[src/rtl/rfbi_defines.svh]
// constants of the rom/flash block interface: offsets, reset values, timing
`ifndef RFBI_DEFINES_SVH
`define RFBI_DEFINES_SVH
// region base reset values, address bits 31:20
`define RFBI_BASE_A_RST  12'hFF0
`define RFBI_BASE_B_RST  12'hFF4
// reset-vector alias window, address bits 31:20
`define RFBI_ALIAS_HI    12'hFFF
// size code: region spans 1 MB shifted left by the code, 64 MB at most
`define RFBI_SIZE_RST    3'h0
`define RFBI_SIZE_MAX    3'h6
`define RFBI_MASK_ALL    12'hFFF
`define RFBI_ALIAS_LSB   20
`define RFBI_OFF_W       26
// cycles after reset release before the jumper synchronisers hold valid levels
`define RFBI_STRAP_WAIT  2'h2
// extra read cycles so device data has crossed the two pin flip-flops
`define RFBI_SYNC_LAT    5'h02
// byte counts per transfer size, then beats per 64-bit burst and the single-access count
`define RFBI_N_BYTE      6'h01
`define RFBI_N_HALF      6'h02
`define RFBI_N_WORD      6'h04
`define RFBI_N_DWORD     6'h08
`define RFBI_N_BURST     6'h20
`define RFBI_BURST_BEATS 6'h04
`define RFBI_ONE_ACC     6'h01
// offset step per device access
`define RFBI_STEP_WIDE   26'h0000008
`define RFBI_STEP_NARROW 26'h0000001
// data lanes: upper device on the upper half of the data bus
`define RFBI_UP_LSB      32
`define RFBI_LAST_LANE   3'h7
`define RFBI_WE_UPPER    2'h2
`define RFBI_WE_LOWER    2'h1
`define RFBI_WE_NONE     2'h0
`endif

[src/rtl/rfbi_pkg.sv]
// types of the rom/flash block interface
package rfbi_pkg;
  typedef enum logic [2:0] {
    SZ_BYTE,
    SZ_HALF,
    SZ_WORD,
    SZ_DWORD,
    SZ_BURST
  } rfbi_size_e;

  // software configuration of one block
  typedef struct packed {
    logic        en;
    logic        wen;
    logic        rve;
    logic [11:0] base;
    logic [2:0]  size;
    logic [3:0]  atime;
  } rfbi_cfg_s;

  // readable state of one block
  typedef struct packed {
    rfbi_cfg_s cfg;
    logic      wide;
    logic      ready;
  } rfbi_stat_s;

  // processor bus request
  typedef struct packed {
    logic [31:0] addr;
    logic        wr;
    rfbi_size_e  size;
    logic [31:0] wdata;
  } rfbi_req_s;
endpackage

[src/rtl/rfbi_blk_cfg.sv]
// configuration, jumper capture and address decode of one rom/flash block
`include "rfbi_defines.svh"
module rfbi_blk_cfg
  import rfbi_pkg::*;
#(
  parameter logic [11:0] BASE_RST = `RFBI_BASE_A_RST
) (
  input  wire logic                     i_clk,
  input  wire logic                     i_rst,
  input  wire logic                     i_ce,
  input  wire logic                     i_cfg_we,
  input  wire rfbi_cfg_s                i_cfg,
  input  wire logic                     i_jmp_rve,
  input  wire logic                     i_jmp_wide,
  input  wire logic [31:0]              i_addr,
  output rfbi_stat_s                    o_stat,
  output logic                          o_rd_hit,
  output logic                          o_wr_hit,
  output logic [`RFBI_OFF_W-1:0]        o_off
);
  rfbi_cfg_s   cfg_r;
  logic        wide_r;
  logic        ready_r;
  logic [1:0]  strap_cnt_r;
  logic        strap_load;
  logic [11:0] mask;
  logic        base_hit;
  logic        alias_hit;
  logic [2:0]  size_wr;

  assign strap_load = !ready_r && (strap_cnt_r == `RFBI_STRAP_WAIT);
  assign size_wr    = (i_cfg.size > `RFBI_SIZE_MAX) ? `RFBI_SIZE_MAX : i_cfg.size;
  assign mask       = `RFBI_MASK_ALL << cfg_r.size;
  assign base_hit   = ((i_addr[31:20] ^ cfg_r.base) & mask) == 12'h000;
  // first megabyte also at the top
  assign alias_hit  = cfg_r.rve && (i_addr[31:20] == `RFBI_ALIAS_HI);
  // reads claimed only when enabled or aliased
  assign o_rd_hit   = ready_r && ((cfg_r.en && base_hit) || alias_hit);
  assign o_wr_hit   = o_rd_hit;
  assign o_off      = alias_hit ? {6'h00, i_addr[`RFBI_ALIAS_LSB-1:0]}
                    : {i_addr[25:20] & ~mask[5:0], i_addr[19:0]};
  assign o_stat     = '{cfg: cfg_r, wide: wide_r, ready: ready_r};

  // ****************************************
  // registers
  // ****************************************
  // enables cleared, straps caught after release
  always_ff @(posedge i_clk or posedge i_rst) begin
    if (i_rst) begin
      cfg_r       <= '{en: 1'b0, wen: 1'b0, rve: 1'b0, base: BASE_RST,
                       size: `RFBI_SIZE_RST, atime: 4'h0};
      wide_r      <= 1'b0;
      ready_r     <= 1'b0;
      strap_cnt_r <= 2'h0;
    end else if (i_ce) begin
      if (!ready_r) begin
        strap_cnt_r <= strap_cnt_r + 2'h1;
      end
      if (strap_load) begin
        ready_r    <= 1'b1;
        cfg_r.rve  <= i_jmp_rve;
        wide_r     <= i_jmp_wide;
      end else if (i_cfg_we && ready_r) begin
        cfg_r      <= i_cfg;
        cfg_r.size <= size_wr;
      end
    end
  end

  // ****************************************
  // checks
  // ****************************************
  property p_en_by_sw;
    @(posedge i_clk) disable iff (i_rst)
    $rose(cfg_r.en) |-> $past(i_cfg_we) && $past(ready_r);
  endproperty
  a_en_by_sw: assert property (p_en_by_sw) else $error("enable set without write");

  property p_wide_ro;
    @(posedge i_clk) disable iff (i_rst)
    $changed(wide_r) |-> $past(strap_load);
  endproperty
  a_wide_ro: assert property (p_wide_ro) else $error("width changed by software");

  property p_alias;
    @(posedge i_clk) disable iff (i_rst)
    (ready_r && cfg_r.rve && i_addr[31:20] == `RFBI_ALIAS_HI)
      |-> o_rd_hit && o_off[25:20] == 6'h00;
  endproperty
  a_alias: assert property (p_alias) else $error("alias not decoded");

  property p_base_rst;
    @(posedge i_clk) disable iff (i_rst)
    $changed(cfg_r.base) || $changed(cfg_r.size) |-> $past(i_cfg_we);
  endproperty
  a_base_rst: assert property (p_base_rst) else $error("base or size lost value");
endmodule

[src/rtl/rfbi_top.sv]
// rom/flash block interface of the memory controller: two blocks behind the processor bus
// Behaviour
// - two rom/flash blocks, each with address and control for up to 64 MB in 64-bit mode, 16 MB in 16-bit mode.
// - per block, software sets overall enable, write enable and reset-vector enable.
// - with reset-vector enable set, first megabyte also decodes at FFF00000.
// - reset clears enable and write enable; reset-vector enable comes from a jumper.
// - base programmable; block A resets to FF000000, block B to FF400000.
// - size programmable, reset to the smallest setting.
// - access time programmable per block and times each device cycle.
// - width taken from a jumper at reset, readable, never written by software.
// - width bit clear means 16 bits, one 8-bit device per half.
// - in 16-bit mode only byte writes; other sizes silently ignored.
// - in 16-bit mode all reads, one device access per byte.
// - width bit set means 64 bits, 32 data bits per half.
// - in 64-bit mode only aligned word writes; others ignored.
// - in 64-bit mode all reads; bursts take several device accesses.
// - 16-bit address is group times four plus low bits; offset 0-3 upper.
// - 64-bit address is byte address over eight; bytes 0-3 upper device.
`include "rfbi_defines.svh"
module rfbi_top
  import rfbi_pkg::*;
(
  input  wire logic              I_MCLK,
  input  wire logic              I_RST,
  input  wire logic              I_CE,
  input  wire logic [1:0]        I_CFG_WE,
  input  wire rfbi_cfg_s         I_CFG,
  input  wire logic [1:0]        I_JMP_RVE,
  input  wire logic [1:0]        I_JMP_WIDE,
  input  wire logic              I_REQ,
  input  wire rfbi_req_s         I_REQ_D,
  input  wire logic [63:0]       I_ROM_DIN,
  output rfbi_stat_s [1:0]       O_STAT,
  output logic                   O_BUSY,
  output logic                   O_ACK,
  output logic                   O_RVALID,
  output logic [63:0]            O_RDATA,
  output logic [1:0]             O_ROM_CS,
  output logic [22:0]            O_ROM_ADDR,
  output logic                   O_ROM_OE,
  output logic [1:0]             O_ROM_WE,
  output logic [63:0]            O_ROM_DOUT,
  output logic                   O_ROM_DOE
);
  typedef enum logic [1:0] {ST_IDLE, ST_ACC, ST_DONE} rfbi_state_e;

  rfbi_state_e            st_r;
  logic [3:0]             jmp_s1_r;
  logic [3:0]             jmp_s2_r;
  logic [63:0]            din_s1_r;
  logic [63:0]            din_s2_r;
  logic [1:0]             rd_hit;
  logic [1:0]             wr_hit;
  logic [`RFBI_OFF_W-1:0] blk_off [2];
  logic                   sel;
  logic                   any_hit;
  logic                   start;
  logic                   wide_sel;
  logic                   size_ok;
  logic                   wr_ok;
  logic                   skip;
  logic [5:0]             nbytes;
  logic [5:0]             n_acc;
  logic [4:0]             limit;
  logic                   acc_end;
  logic                   last;
  logic                   beat_end;
  logic                   go;
  logic [`RFBI_OFF_W-1:0] off_step;
  logic [`RFBI_OFF_W-1:0] off_nxt;
  logic [22:0]            addr_nxt;
  logic [7:0]             byte_in;
  logic [63:0]            buf_nxt;

  // access context
  logic [`RFBI_OFF_W-1:0] off_r;
  logic [5:0]             left_r;
  logic [4:0]             cnt_r;
  logic                   wr_r;
  logic                   wide_r;
  logic                   blk_r;
  logic [3:0]             atime_r;
  logic [63:0]            buf_r;

  // ****************************************
  // pin synchronisers
  // ****************************************
  always_ff @(posedge I_MCLK or posedge I_RST) begin
    if (I_RST) begin
      jmp_s1_r <= 4'h0;
      jmp_s2_r <= 4'h0;
      din_s1_r <= 64'h0;
      din_s2_r <= 64'h0;
    end else if (I_CE) begin
      jmp_s1_r <= {I_JMP_WIDE, I_JMP_RVE};
      jmp_s2_r <= jmp_s1_r;
      din_s1_r <= I_ROM_DIN;
      din_s2_r <= din_s1_r;
    end
  end

  // ****************************************
  // blocks
  // ****************************************
  genvar g;
  generate
    for (g = 0; g < 2; g++) begin : gen_blk
      rfbi_blk_cfg #(
        .BASE_RST   ((g == 0) ? `RFBI_BASE_A_RST : `RFBI_BASE_B_RST)
      ) rfbi_blk_cfg_inst (
        .i_clk      (I_MCLK),
        .i_rst      (I_RST),
        .i_ce       (I_CE),
        .i_cfg_we   (I_CFG_WE[g]),
        .i_cfg      (I_CFG),
        .i_jmp_rve  (jmp_s2_r[g]),
        .i_jmp_wide (jmp_s2_r[2+g]),
        .i_addr     (I_REQ_D.addr),
        .o_stat     (O_STAT[g]),
        .o_rd_hit   (rd_hit[g]),
        .o_wr_hit   (wr_hit[g]),
        .o_off      (blk_off[g])
      );
    end
  endgenerate

  // ****************************************
  // request decode
  // ****************************************
  // block A wins when both regions overlap
  assign sel      = !(I_REQ_D.wr ? wr_hit[0] : rd_hit[0]);
  assign any_hit  = I_REQ_D.wr ? |wr_hit : |rd_hit;
  assign start    = I_CE && (st_r == ST_IDLE) && I_REQ && any_hit;
  assign wide_sel = O_STAT[sel].wide;
  assign nbytes   = (I_REQ_D.size == SZ_BYTE)  ? `RFBI_N_BYTE
                  : (I_REQ_D.size == SZ_HALF)  ? `RFBI_N_HALF
                  : (I_REQ_D.size == SZ_WORD)  ? `RFBI_N_WORD
                  : (I_REQ_D.size == SZ_DWORD) ? `RFBI_N_DWORD : `RFBI_N_BURST;
  assign size_ok  = wide_sel ? (I_REQ_D.size == SZ_WORD && I_REQ_D.addr[1:0] == 2'h0)
                             : (I_REQ_D.size == SZ_BYTE);
  assign wr_ok    = size_ok && O_STAT[sel].cfg.wen;
  assign skip     = I_REQ_D.wr && !wr_ok;
  assign n_acc    = I_REQ_D.wr ? `RFBI_ONE_ACC
                  : wide_sel ? ((I_REQ_D.size == SZ_BURST) ? `RFBI_BURST_BEATS : `RFBI_ONE_ACC)
                  : nbytes;

  // ****************************************
  // access sequencing
  // ****************************************
  // reads wait for the pin synchroniser before capture
  // programmed access time
  assign limit    = wr_r ? {1'b0, atime_r} : {1'b0, atime_r} + `RFBI_SYNC_LAT;
  assign acc_end  = I_CE && (st_r == ST_ACC) && (cnt_r == limit);
  assign last     = (left_r == `RFBI_ONE_ACC);
  assign beat_end = wide_r || last || (off_r[2:0] == `RFBI_LAST_LANE);
  assign off_step = off_r + (wide_r ? `RFBI_STEP_WIDE : `RFBI_STEP_NARROW);
  assign go       = (start && !skip) || (acc_end && !last);
  assign off_nxt  = start ? blk_off[sel] : off_step;
  assign addr_nxt = (start ? wide_sel : wide_r) ? off_nxt[25:3]
                                                : {off_nxt[23:3], off_nxt[1:0]};
  // upper device sits on the upper half of the bus
  assign byte_in  = off_r[2] ? din_s2_r[7:0] : din_s2_r[`RFBI_UP_LSB +: 8];

  // each byte read lands in its own lane
  generate
    for (g = 0; g < 8; g++) begin : gen_lane
      assign buf_nxt[63-8*g -: 8] = wide_r ? din_s2_r[63-8*g -: 8]
                                  : (off_r[2:0] == g) ? byte_in : buf_r[63-8*g -: 8];
    end
  endgenerate

  always_ff @(posedge I_MCLK or posedge I_RST) begin
    if (I_RST) begin
      st_r <= ST_IDLE;
    end else if (I_CE) begin
      case (st_r)
        ST_IDLE: begin
          if (start) begin
            st_r <= skip ? ST_DONE : ST_ACC;
          end
        end
        ST_ACC: begin
          if (acc_end && last) begin
            st_r <= ST_DONE;
          end
        end
        ST_DONE: st_r <= ST_IDLE;
        default: st_r <= ST_IDLE;
      endcase
    end
  end

  always_ff @(posedge I_MCLK or posedge I_RST) begin
    if (I_RST) begin
      off_r   <= '0;
      left_r  <= 6'h00;
      cnt_r   <= 5'h00;
      wr_r    <= 1'b0;
      wide_r  <= 1'b0;
      blk_r   <= 1'b0;
      atime_r <= 4'h0;
      buf_r   <= 64'h0;
    end else if (I_CE) begin
      if (start) begin
        wr_r    <= I_REQ_D.wr;
        wide_r  <= wide_sel;
        blk_r   <= sel;
        atime_r <= O_STAT[sel].cfg.atime;
        left_r  <= n_acc;
      end else if (acc_end) begin
        left_r  <= left_r - 6'h01;
        buf_r   <= buf_nxt;
      end
      if (go) begin
        off_r <= off_nxt;
        cnt_r <= 5'h00;
      end else if (st_r == ST_ACC) begin
        cnt_r <= cnt_r + 5'h01;
      end
    end
  end

  // ****************************************
  // device and bus outputs
  // ****************************************
  // strobes stay asserted between accesses of one request so reads stream
  always_ff @(posedge I_MCLK or posedge I_RST) begin
    if (I_RST) begin
      O_ROM_CS   <= 2'h0;
      O_ROM_ADDR <= 23'h0;
      O_ROM_OE   <= 1'b0;
      O_ROM_WE   <= `RFBI_WE_NONE;
      O_ROM_DOUT <= 64'h0;
      O_ROM_DOE  <= 1'b0;
      O_BUSY     <= 1'b0;
      O_ACK      <= 1'b0;
      O_RVALID   <= 1'b0;
      O_RDATA    <= 64'h0;
    end else if (I_CE) begin
      O_ACK    <= (acc_end && last) || (start && skip);
      O_RVALID <= acc_end && !wr_r && beat_end;
      O_BUSY   <= (start && !skip) || (st_r == ST_ACC && !(acc_end && last));
      if (acc_end && !wr_r && beat_end) begin
        O_RDATA <= buf_nxt;
      end
      if (go) begin
        O_ROM_CS   <= (start ? sel : blk_r) ? 2'h2 : 2'h1;
        O_ROM_ADDR <= addr_nxt;
        O_ROM_OE   <= start ? !I_REQ_D.wr : !wr_r;
      end
      if (start && !skip) begin
        // word writes put the word on both 32-bit halves
        O_ROM_DOE  <= I_REQ_D.wr;
        O_ROM_DOUT <= wide_sel ? {I_REQ_D.wdata, I_REQ_D.wdata}
                    : {24'h0, I_REQ_D.wdata[7:0], 24'h0, I_REQ_D.wdata[7:0]};
        // strobe only after the write enable check
        O_ROM_WE   <= !I_REQ_D.wr ? `RFBI_WE_NONE
                    : blk_off[sel][2] ? `RFBI_WE_LOWER : `RFBI_WE_UPPER;
      end else if (acc_end && last) begin
        O_ROM_CS  <= 2'h0;
        O_ROM_OE  <= 1'b0;
        O_ROM_WE  <= `RFBI_WE_NONE;
        O_ROM_DOE <= 1'b0;
      end
    end
  end

  // ****************************************
  // checks
  // ****************************************
  property p_we_gated;
    @(posedge I_MCLK) disable iff (I_RST)
    (O_ROM_WE != `RFBI_WE_NONE) |-> O_STAT[blk_r].cfg.wen;
  endproperty
  a_we_gated: assert property (p_we_gated) else $error("strobe with write disabled");

  property p_narrow_wr;
    @(posedge I_MCLK) disable iff (I_RST)
    (start && I_REQ_D.wr && !wide_sel && I_REQ_D.size != SZ_BYTE) |=> O_ACK && O_ROM_WE == 2'h0;
  endproperty
  a_narrow_wr: assert property (p_narrow_wr) else $error("non-byte write not ignored");

  property p_wide_wr;
    @(posedge I_MCLK) disable iff (I_RST)
    (O_ROM_WE != `RFBI_WE_NONE && wide_r) |-> off_r[1:0] == 2'h0;
  endproperty
  a_wide_wr: assert property (p_wide_wr) else $error("unaligned wide write strobed");

  property p_atime;
    @(posedge I_MCLK) disable iff (I_RST)
    $fell(O_ROM_OE) |-> $past(cnt_r) == $past(limit);
  endproperty
  a_atime: assert property (p_atime) else $error("read strobe length wrong");

  property p_map16;
    @(posedge I_MCLK) disable iff (I_RST)
    (O_ROM_CS != 2'h0 && !wide_r) |-> O_ROM_ADDR == {off_r[23:3], off_r[1:0]};
  endproperty
  a_map16: assert property (p_map16) else $error("16-bit address map wrong");

  property p_map64;
    @(posedge I_MCLK) disable iff (I_RST)
    (O_ROM_CS != 2'h0 && wide_r) |-> O_ROM_ADDR == off_r[25:3];
  endproperty
  a_map64: assert property (p_map64) else $error("64-bit address map wrong");

  property p_claim;
    @(posedge I_MCLK) disable iff (I_RST)
    (start && !I_REQ_D.wr) |-> rd_hit[sel];
  endproperty
  a_claim: assert property (p_claim) else $error("read claimed for disabled block");

  property p_burst64;
    @(posedge I_MCLK) disable iff (I_RST)
    (start && !I_REQ_D.wr && wide_sel && I_REQ_D.size == SZ_BURST) |=> left_r == 6'h04;
  endproperty
  a_burst64: assert property (p_burst64) else $error("burst access count wrong");

  property p_byte_reads;
    @(posedge I_MCLK) disable iff (I_RST)
    (start && !I_REQ_D.wr && !wide_sel) |=> left_r == $past(nbytes);
  endproperty
  a_byte_reads: assert property (p_byte_reads) else $error("16-bit read count wrong");
endmodule

[config.mk]
export PLATFORM = sky130hd
export DESIGN_NAME = rfbi_top
export DESIGN_NICKNAME = d
export VERILOG_FILES = /design/src/rtl/rfbi_pkg.sv /design/src/rtl/rfbi_blk_cfg.sv /design/src/rtl/rfbi_top.sv
export VERILOG_INCLUDE_DIRS = /design/src /design/src/rtl
export SDC_FILE = /design/constraint.sdc
export NUM_CORES = 1
export LEC_CHECK = 0
export ABC_CLOCK_PERIOD_IN_PS = 26000
export BUFFER_PORTS_ARGS = -buffer_cell sky130_fd_sc_hd__buf_2
export CAP_MARGIN = 5
export CORE_UTILIZATION = 35
export CTS_CLUSTER_DIAMETER = 60
export DETAILED_ROUTE_END_ITERATION = 10
export PLACE_DENSITY = 0.58
export SYNTH_ARGS = -nofsm -noshare
export SYNTH_HDL_FRONTEND = slang
export SYNTH_SLANG_ARGS = --single-unit
[constraint.sdc]
create_clock -name I_MCLK -period 26 [get_ports I_MCLK]
set_input_delay 2.6 -clock I_MCLK [delete_from_list [all_inputs] [get_ports I_MCLK]]
set_output_delay 2.6 -clock I_MCLK [all_outputs]
set_load 0.01 [all_outputs]
## Word level (Yosys, flattened, before mapping)

Index checks and enable logic that the tools add are counted.

| storage, ports and cells | value |
|---|---|
| memories | 0 |
| bits in read-only memories | 0 |
| word-level logic and storage cells | 221 |
| bits in latches | 0 |
| output and inout port bits | 208 |
| memory bits (writable) | 0 |
| register bits after elaboration | 458 |

| operators by class | value |
|---|---|
| eq/ne operators | 19 |
| bitwise operators | 14 |
| divide/modulo/power cells | 0 |
| magnitude comparators | 3 |
| reduce and logical (&&, ||, !) cells | 70 |
| multiply operators | 0 |
| $add $sub $neg | 6 |
| shifts and indexed selects | 2 |
| multiplexer cells | 66 |

Operators by type and width:

| kind | count |
|---|---|
| $mux 26 | 6 |
| $mux 8 | 17 |
| $mux 23 | 3 |
| $mux 64 | 1 |
| $mux 6 | 8 |
| $mux 20 | 2 |
| $add 26x4->26 | 1 |
| $reduce_and 2->1 | 13 |
| $logic_and 1x1->1 | 25 |
| $and 12x12->12 | 2 |
| $logic_not 12->1 | 2 |
| $shl 12x3->12 const A | 2 |
| $xor 12x12->12 | 2 |
| $mux 2 | 11 |
| $eq 3x3->1 const B | 5 |
| $mux 5 | 3 |
| $and 6x6->6 | 2 |
| $eq 12x12->1 const B | 1 |
| $eq 3x2->1 const B | 4 |
| $not 6->6 | 2 |
| $reduce_and 3->1 | 4 |
| $mux 1 | 11 |
| $reduce_bool 2->1 | 5 |
| $logic_not 1->1 | 9 |
| 23 further kinds | 39 |

## Logic depth before layout (Yosys ltp)

| logic depth | value |
|---|---|
| depth after elaboration | 19 |
| gate-level depth with buffers | 14 |

## Modules after synthesis

Synthesis repeated with hierarchy kept, for this count alone.

| second synthesis, totals | value |
|---|---|
| cell total of the unflattened synthesis | 1778 |
| area total of the unflattened synthesis | 20169.3 um^2 |

Modules (own cells, without submodules):

| module | area an instance (um^2) | seq. area each (um^2) | cells an instance | times used |
|---|---|---|---|---|
| rfbi_top | 17210.3 | 9359.0 | 1506 | 1 |
| rfbi_blk_cfg at gen_blk[1].rfbi_blk_cfg_inst | 1480.2 | 661.9 | 136 | 1 |
| rfbi_blk_cfg at gen_blk[0].rfbi_blk_cfg_inst | 1478.9 | 660.6 | 136 | 1 |

## Worst setup path after synthesis

Ideal clock, no wire load.

| path | value |
|---|---|
| path kind | input-to-reg |
| start point | input port I_REQ_D[61] (netlist bit) |
| end point | register O_ROM_WE[1] |
| path slack | 20.803 ns |
| buffers on the path | 2 |
| arrival time | 5.128 ns |
| data required time | 25.931 ns |
| cell stages on the path | 11 |
| cell sequence | buf_2 nand4_1 or4_1 buf_2 o2bb2ai_1 a31oi_4 nand3_4 mux2_4 or3_4 or4b_1 nand3_1 |

| between the ends | value |
|---|---|
| cells in the longest elaborated chain, start to end | 16 |
| elaborated cells between the ends (all ways) | 35 |

RTL lines:

| item | RTL line | RTL |
|---|---|---|
| start, declared | rfbi_top.sv:31 | `input wire rfbi_req_s I_REQ_D,` |
| $xor 12x12->12 | rfbi_blk_cfg.sv:34 | `assign base_hit = ((i_addr[31:20] ^ cfg_r.base) & mask) == 12'h000;` |
| $and 12x12->12 | rfbi_blk_cfg.sv:34 |  |
| $logic_not 12->1 | rfbi_blk_cfg.sv:34 |  |
| $logic_and 1x1->1 | rfbi_blk_cfg.sv:38 | `assign o_rd_hit = ready_r && ((cfg_r.en && base_hit) \|\| alias_hit);` |
| $logic_or 1x1->1 | rfbi_blk_cfg.sv:38 |  |
| $logic_and 1x1->1 | rfbi_blk_cfg.sv:38 |  |
| $mux 23 (2 in series) | n/a |  |
| $mux 1 | rfbi_top.sv:139 | `assign size_ok = wide_sel ? (I_REQ_D.size == SZ_WORD && I_REQ_D.addr[1:0] == 2'h0)` |
| $logic_and 1x1->1 | rfbi_top.sv:141 | `assign wr_ok = size_ok && O_STAT[sel].cfg.wen;` |
| $logic_not 1->1 | rfbi_top.sv:142 | `assign skip = I_REQ_D.wr && !wr_ok;` |
| $logic_and 1x1->1 | rfbi_top.sv:142 |  |
| $logic_not 1->1 | rfbi_top.sv:251 | `if (start && !skip) begin` |
| $logic_and 1x1->1 | rfbi_top.sv:251 |  |
| $reduce_bool 2->1 (no line) | n/a |  |
| $reduce_and 2->1 (no line) | n/a |  |
| end signal, assigned | rfbi_top.sv:232 | `` O_ROM_WE <= `RFBI_WE_NONE; `` |
| end signal, assigned | rfbi_top.sv:257 | `` O_ROM_WE <= !I_REQ_D.wr ? `RFBI_WE_NONE `` |
| end signal, assigned | rfbi_top.sv:262 | `` O_ROM_WE <= `RFBI_WE_NONE; `` |
| end, declared | rfbi_top.sv:41 | `output logic [1:0] O_ROM_WE,` |

Parallel ways exist; a longest one is shown, timed or not. The select of a mux whose other input is x is not followed.
A chain may end at the register's enable or synchronous reset.

## Worst setup path after layout

| path | value |
|---|---|
| start point | input port I_CE |
| end point | register O_ROM_ADDR[18] |

| between the ends | value |
|---|---|
| cells in the longest elaborated chain, start to end | 6 |
| elaborated cells between the ends (all ways) | 12 |

RTL lines:

| item | RTL line | RTL |
|---|---|---|
| start, declared | rfbi_top.sv:25 | `input wire logic I_CE,` |
| $logic_and 1x1->1 (3 in series) | rfbi_top.sv:133 | `assign start = I_CE && (st_r == ST_IDLE) && I_REQ && any_hit;` |
| $logic_and 1x1->1 | rfbi_top.sv:157 | `assign go = (start && !skip) \|\| (acc_end && !last);` |
| $logic_or 1x1->1 | rfbi_top.sv:157 |  |
| $reduce_and 2->1 (no line) | n/a |  |
| end signal, assigned | rfbi_top.sv:248 | `O_ROM_ADDR <= addr_nxt;` |
| end, declared | rfbi_top.sv:39 | `output logic [22:0] O_ROM_ADDR,` |

Parallel ways exist; a longest one is shown, timed or not.

==> flow_summary.ini <==
[critical_path]
slowest_stage = a211o_1
cp_data_required_time_ns = 26.48
critical_path.endpoint_type = register
path_class = input port to register
path_max_fanout = 83
cp_top_family = simple AND/OR/NAND/NOR gates
cp_num_buf_inv = 1
cp_data_arrival_time_ns = 6.32
slowest_delay_ns = 0.75
crit_chain = buf_6, nor3b_1, and3_1, nand3_4, nor2b_1, a211o_1, o211ai_1, o21a_1
start_kind = input port

[timing]
finalCritPeriodShare_pct = 22.44
timing.final.crit_period_ns = 5.835
fin_skew_ns = 0.02544
slew_violations = 0
setup_viol = 0
clock.fmax_mhz = 171.4
rsz0062_at_grt = no
finalHoldViolations = 0
setup-tns-final_ns = 0
slew_headroom_pct = 27.91
worstMarginPinSlew_ns = 1.077

[floorplan]
num_rows = 86
die_h_um = 237.7
die_area_um2 = 56500
chipWidth_um = 237.7
start_util_pct = 35.36
io_pins = 372
core_um2 = 54990

[synth]
ys_seq_area_share_pct = 54.94
netlist_instances = 1772
synthArstFlopShare_pct = 100.0
ys_seq_elements = 426
synth_nets = 1945
avgSynthCellArea_um2 = 10.97
yosysUniqueCellTypes = 65
ys_warn_count = 0
synth_edf_count = 0
synth_flop_cell = dfrtp_1
synthesis.area_um2 = 19440

[power_and_ir_drop]
ir_worst_vdd_mv = 0.04780
p_comb_share_pct = 13.2
power_density_nw_per_um2 = 70.96
netSwitchingPower_mw = 0.4514
leakage_nw = 11.07
seqPwrFrac_pct = 46.7
power.internal_mw = 1.201
p_clk_share_pct = 40.1
swShare_pct = 27.32

[drt]
via_count = 13933
viasPerCell = 4.894
ant_nets = 0
drt-total-wl_um = 49760
drt_iter0_drc = 721
wl_per_cell_um = 17.48
drc_errors = 0
dr.pass1.iters = 7

[clock_network]
clock_path_buffers = 3
clock_latency_ns = 0.59
cts.sink_count = 426
cts_setup_buffers = 0
htree_levels = 2
cts.clk_slew.worst_paths_ns = 0.06
numCtsBuffers = 49
clock_tree.root_cell = clkbuf_16
tritoncts = done
cts_hold_buf = 0
cts.repair.resized = 0

[global_route]
grt_overflow = 0
grt_max_degree = 170
grt_pass1_vias = 14088
antenna_found_initial = 3
grt_pass1_wl_um = 79030
grt.total_usage_pct = 17.64

[finish]
syn_to_final_growth_pct = 19.78
fillCellCount = 5273
nNetsFinal = 2233
fin_util_pct = 42.35
multi_input_area_um2 = 7928
layout-drive-gt1-share_pct = 34.46
register_area_um2 = 10690

[worst_hold_path]
hold_path.class = register to register

[placement]
io_buffers = 371
place_hpwl_um = 35130
gp_congestion = 0.8405

[run_status]
status = finished clean

[run]
drv_cap = 0
[cell type report]
class / count / share of cell area, %
multi-input cells: 1149 / 34.04
inverters: 49 / 0.8220
repair buffers: 385 / 8.505
diodes: 1 / 0.01075
well taps: 748 / 4.019
clock buffers: 72 / 5.937
clock inverters: 17 / 0.7844
flip-flops and latches: 426 / 45.88
[cell usage in the layout (no fill, tap or decap), drive strengths merged, types with 5 or more instances in the layout]
cell type / netlist / layout
xnor2: 22 / 22
nor2: 91 / 91
o211ai: 6 / 6
a21oi: 71 / 71
nand3b: 8 / 8
nand3: 52 / 52
and3: 5 / 5
mux2i: 90 / 90
and2: 8 / 8
o21ai: 207 / 207
a22oi: 6 / 6
mux2: 221 / 221
nand4: 17 / 17
dfstp: 17 / 17
buf: 60 / 385
nor3: 8 / 8
clkinv: 0 / 10
clkbuf: 88 / 72
ha: 9 / 9
or3: 6 / 6
a31oi: 12 / 12
dfrtp: 409 / 409
nand2b: 8 / 8
a211oi: 6 / 6
nand2: 207 / 207
xor2: 39 / 39
inv: 49 / 52
[cells by family (layout without fill, tap and decap cells)]
logic type,after synthesis,in the layout,synth area share (%)
and+or+nand+nor,433,433,10.00
DFF,426,426,54.94
AOI/OAI and AO/OA,335,335,9.627
muxes,311,311,17.52
buffers and inverters,197,523,4.588
xor gates and xnor gates,61,61,2.748
adders and majority gates,9,9,0.5792
other,0,1,0
[synthesized netlist by cell type, types with 3 or more instances]
cell,number,area [µm²]
a211oi_1,3,22.52
a211oi_2,3,37.54
a21oi_1,71,355.3
a22oi_1,6,45.04
a31oi_1,10,62.56
and2_1,8,50.05
and3_1,5,31.28
buf_1,11,41.29
buf_2,13,65.06
buf_4,36,270.3
clkbuf_1,87,326.6
dfrtp_1,409,10230
dfstp_2,17,446.7
ha_1,9,112.6
inv_1,48,180.2
mux2_2,220,2477
mux2i_1,89,890.9
nand2_1,207,777.0
nand2b_1,8,50.05
nand3_1,51,255.2
nand3b_1,8,60.06
nand4_1,17,106.4
nor2_1,91,341.6
nor2b_1,3,18.77
nor3_1,8,40.04
nor3b_1,4,30.03
nor4_1,3,18.77
o211ai_1,6,45.04
o21ai_0,206,1031
o22ai_1,3,18.77
o31ai_1,3,22.52
or2_2,4,25.02
or3_1,5,31.28
or4_1,3,22.52
xnor2_1,22,192.7
xor2_1,39,341.6
[state kept, by name (all words and copies together), names as in the netlist, 4 cells and up]
register / count
din_s2_r: 64
atime_r: 4
O_ROM_ADDR: 23
gen_blk.rfbi_blk_cfg_inst.strap_cnt_r: 4
buf_r: 64
jmp_s1_r: 4
O_RDATA: 64
O_ROM_DOUT: 32
left_r: 6
cnt_r: 5
off_r: 26
jmp_s2_r: 4
gen_blk.rfbi_blk_cfg_inst.o_stat: 44
din_s1_r: 64
[power groups by stage]
stage | clock network [mW] | logic, mW | registers, mW
after global routing | 0.712 | 0.241 | 0.780
final | 0.662 | 0.218 | 0.773
after global placement | 0 | 0.218 | 0.782
after floorplan | 0 | 0.147 | 0.771
after detailed placement | 0 | 0.221 | 0.785
after CTS | 0.684 | 0.223 | 0.773
[final timing paths]
path	start	end	slack, ns	cells after the start
min in group asynchronous	I_RST	din_s1_r[46]	2.13	2
worst max register to register	gen_blk[0].rfbi_blk_cfg_inst.o_stat[20]	O_ROM_ADDR[18]	22.07	10
worst max-delay path	I_CE	O_ROM_ADDR[18]	20.17	8
worst min register to register	gen_blk[1].rfbi_blk_cfg_inst.strap_cnt_r[0]	gen_blk[1].rfbi_blk_cfg_inst.strap_cnt_r[0]	0.47	1
max in group asynchronous	I_RST	din_s1_r[18]	21.42	4
worst min-delay path	gen_blk[1].rfbi_blk_cfg_inst.strap_cnt_r[0]	gen_blk[1].rfbi_blk_cfg_inst.strap_cnt_r[0]	0.47	1
[per-stage QoR]
stage	power [mW]	area (µm²)	setup WS, ns	hold slack [ns]	std cells
after global routing	1.734	23290	19.71	0.4939	2847
after floorplan	0.9181	19440	11.57	0.4465	1772
after detailed placement	1.006	21720	19.49	0.4663	2757
final	1.652	23290	20.17	0.4698	2847
after global placement	0.9999	21720	19.69	0.4596	2757
after CTS	1.680	23290	20.12	0.4739	2846
[per-layer routing]
layer / share of wire (%) / wire, µm / up-vias / GRT usage (%)
met4: 2.6 / 1280 / 4 / 5.689
met2: 49 / 24280 / 336 / 30.17
met3: 5.2 / 2563 / 75 / 3.681
met5: 0.048 / 24 / - / 0
met1: 43 / 21610 / 6834 / 22.15
li1: - / - / 6684 / -
Power figures use the tool's default switching activity.
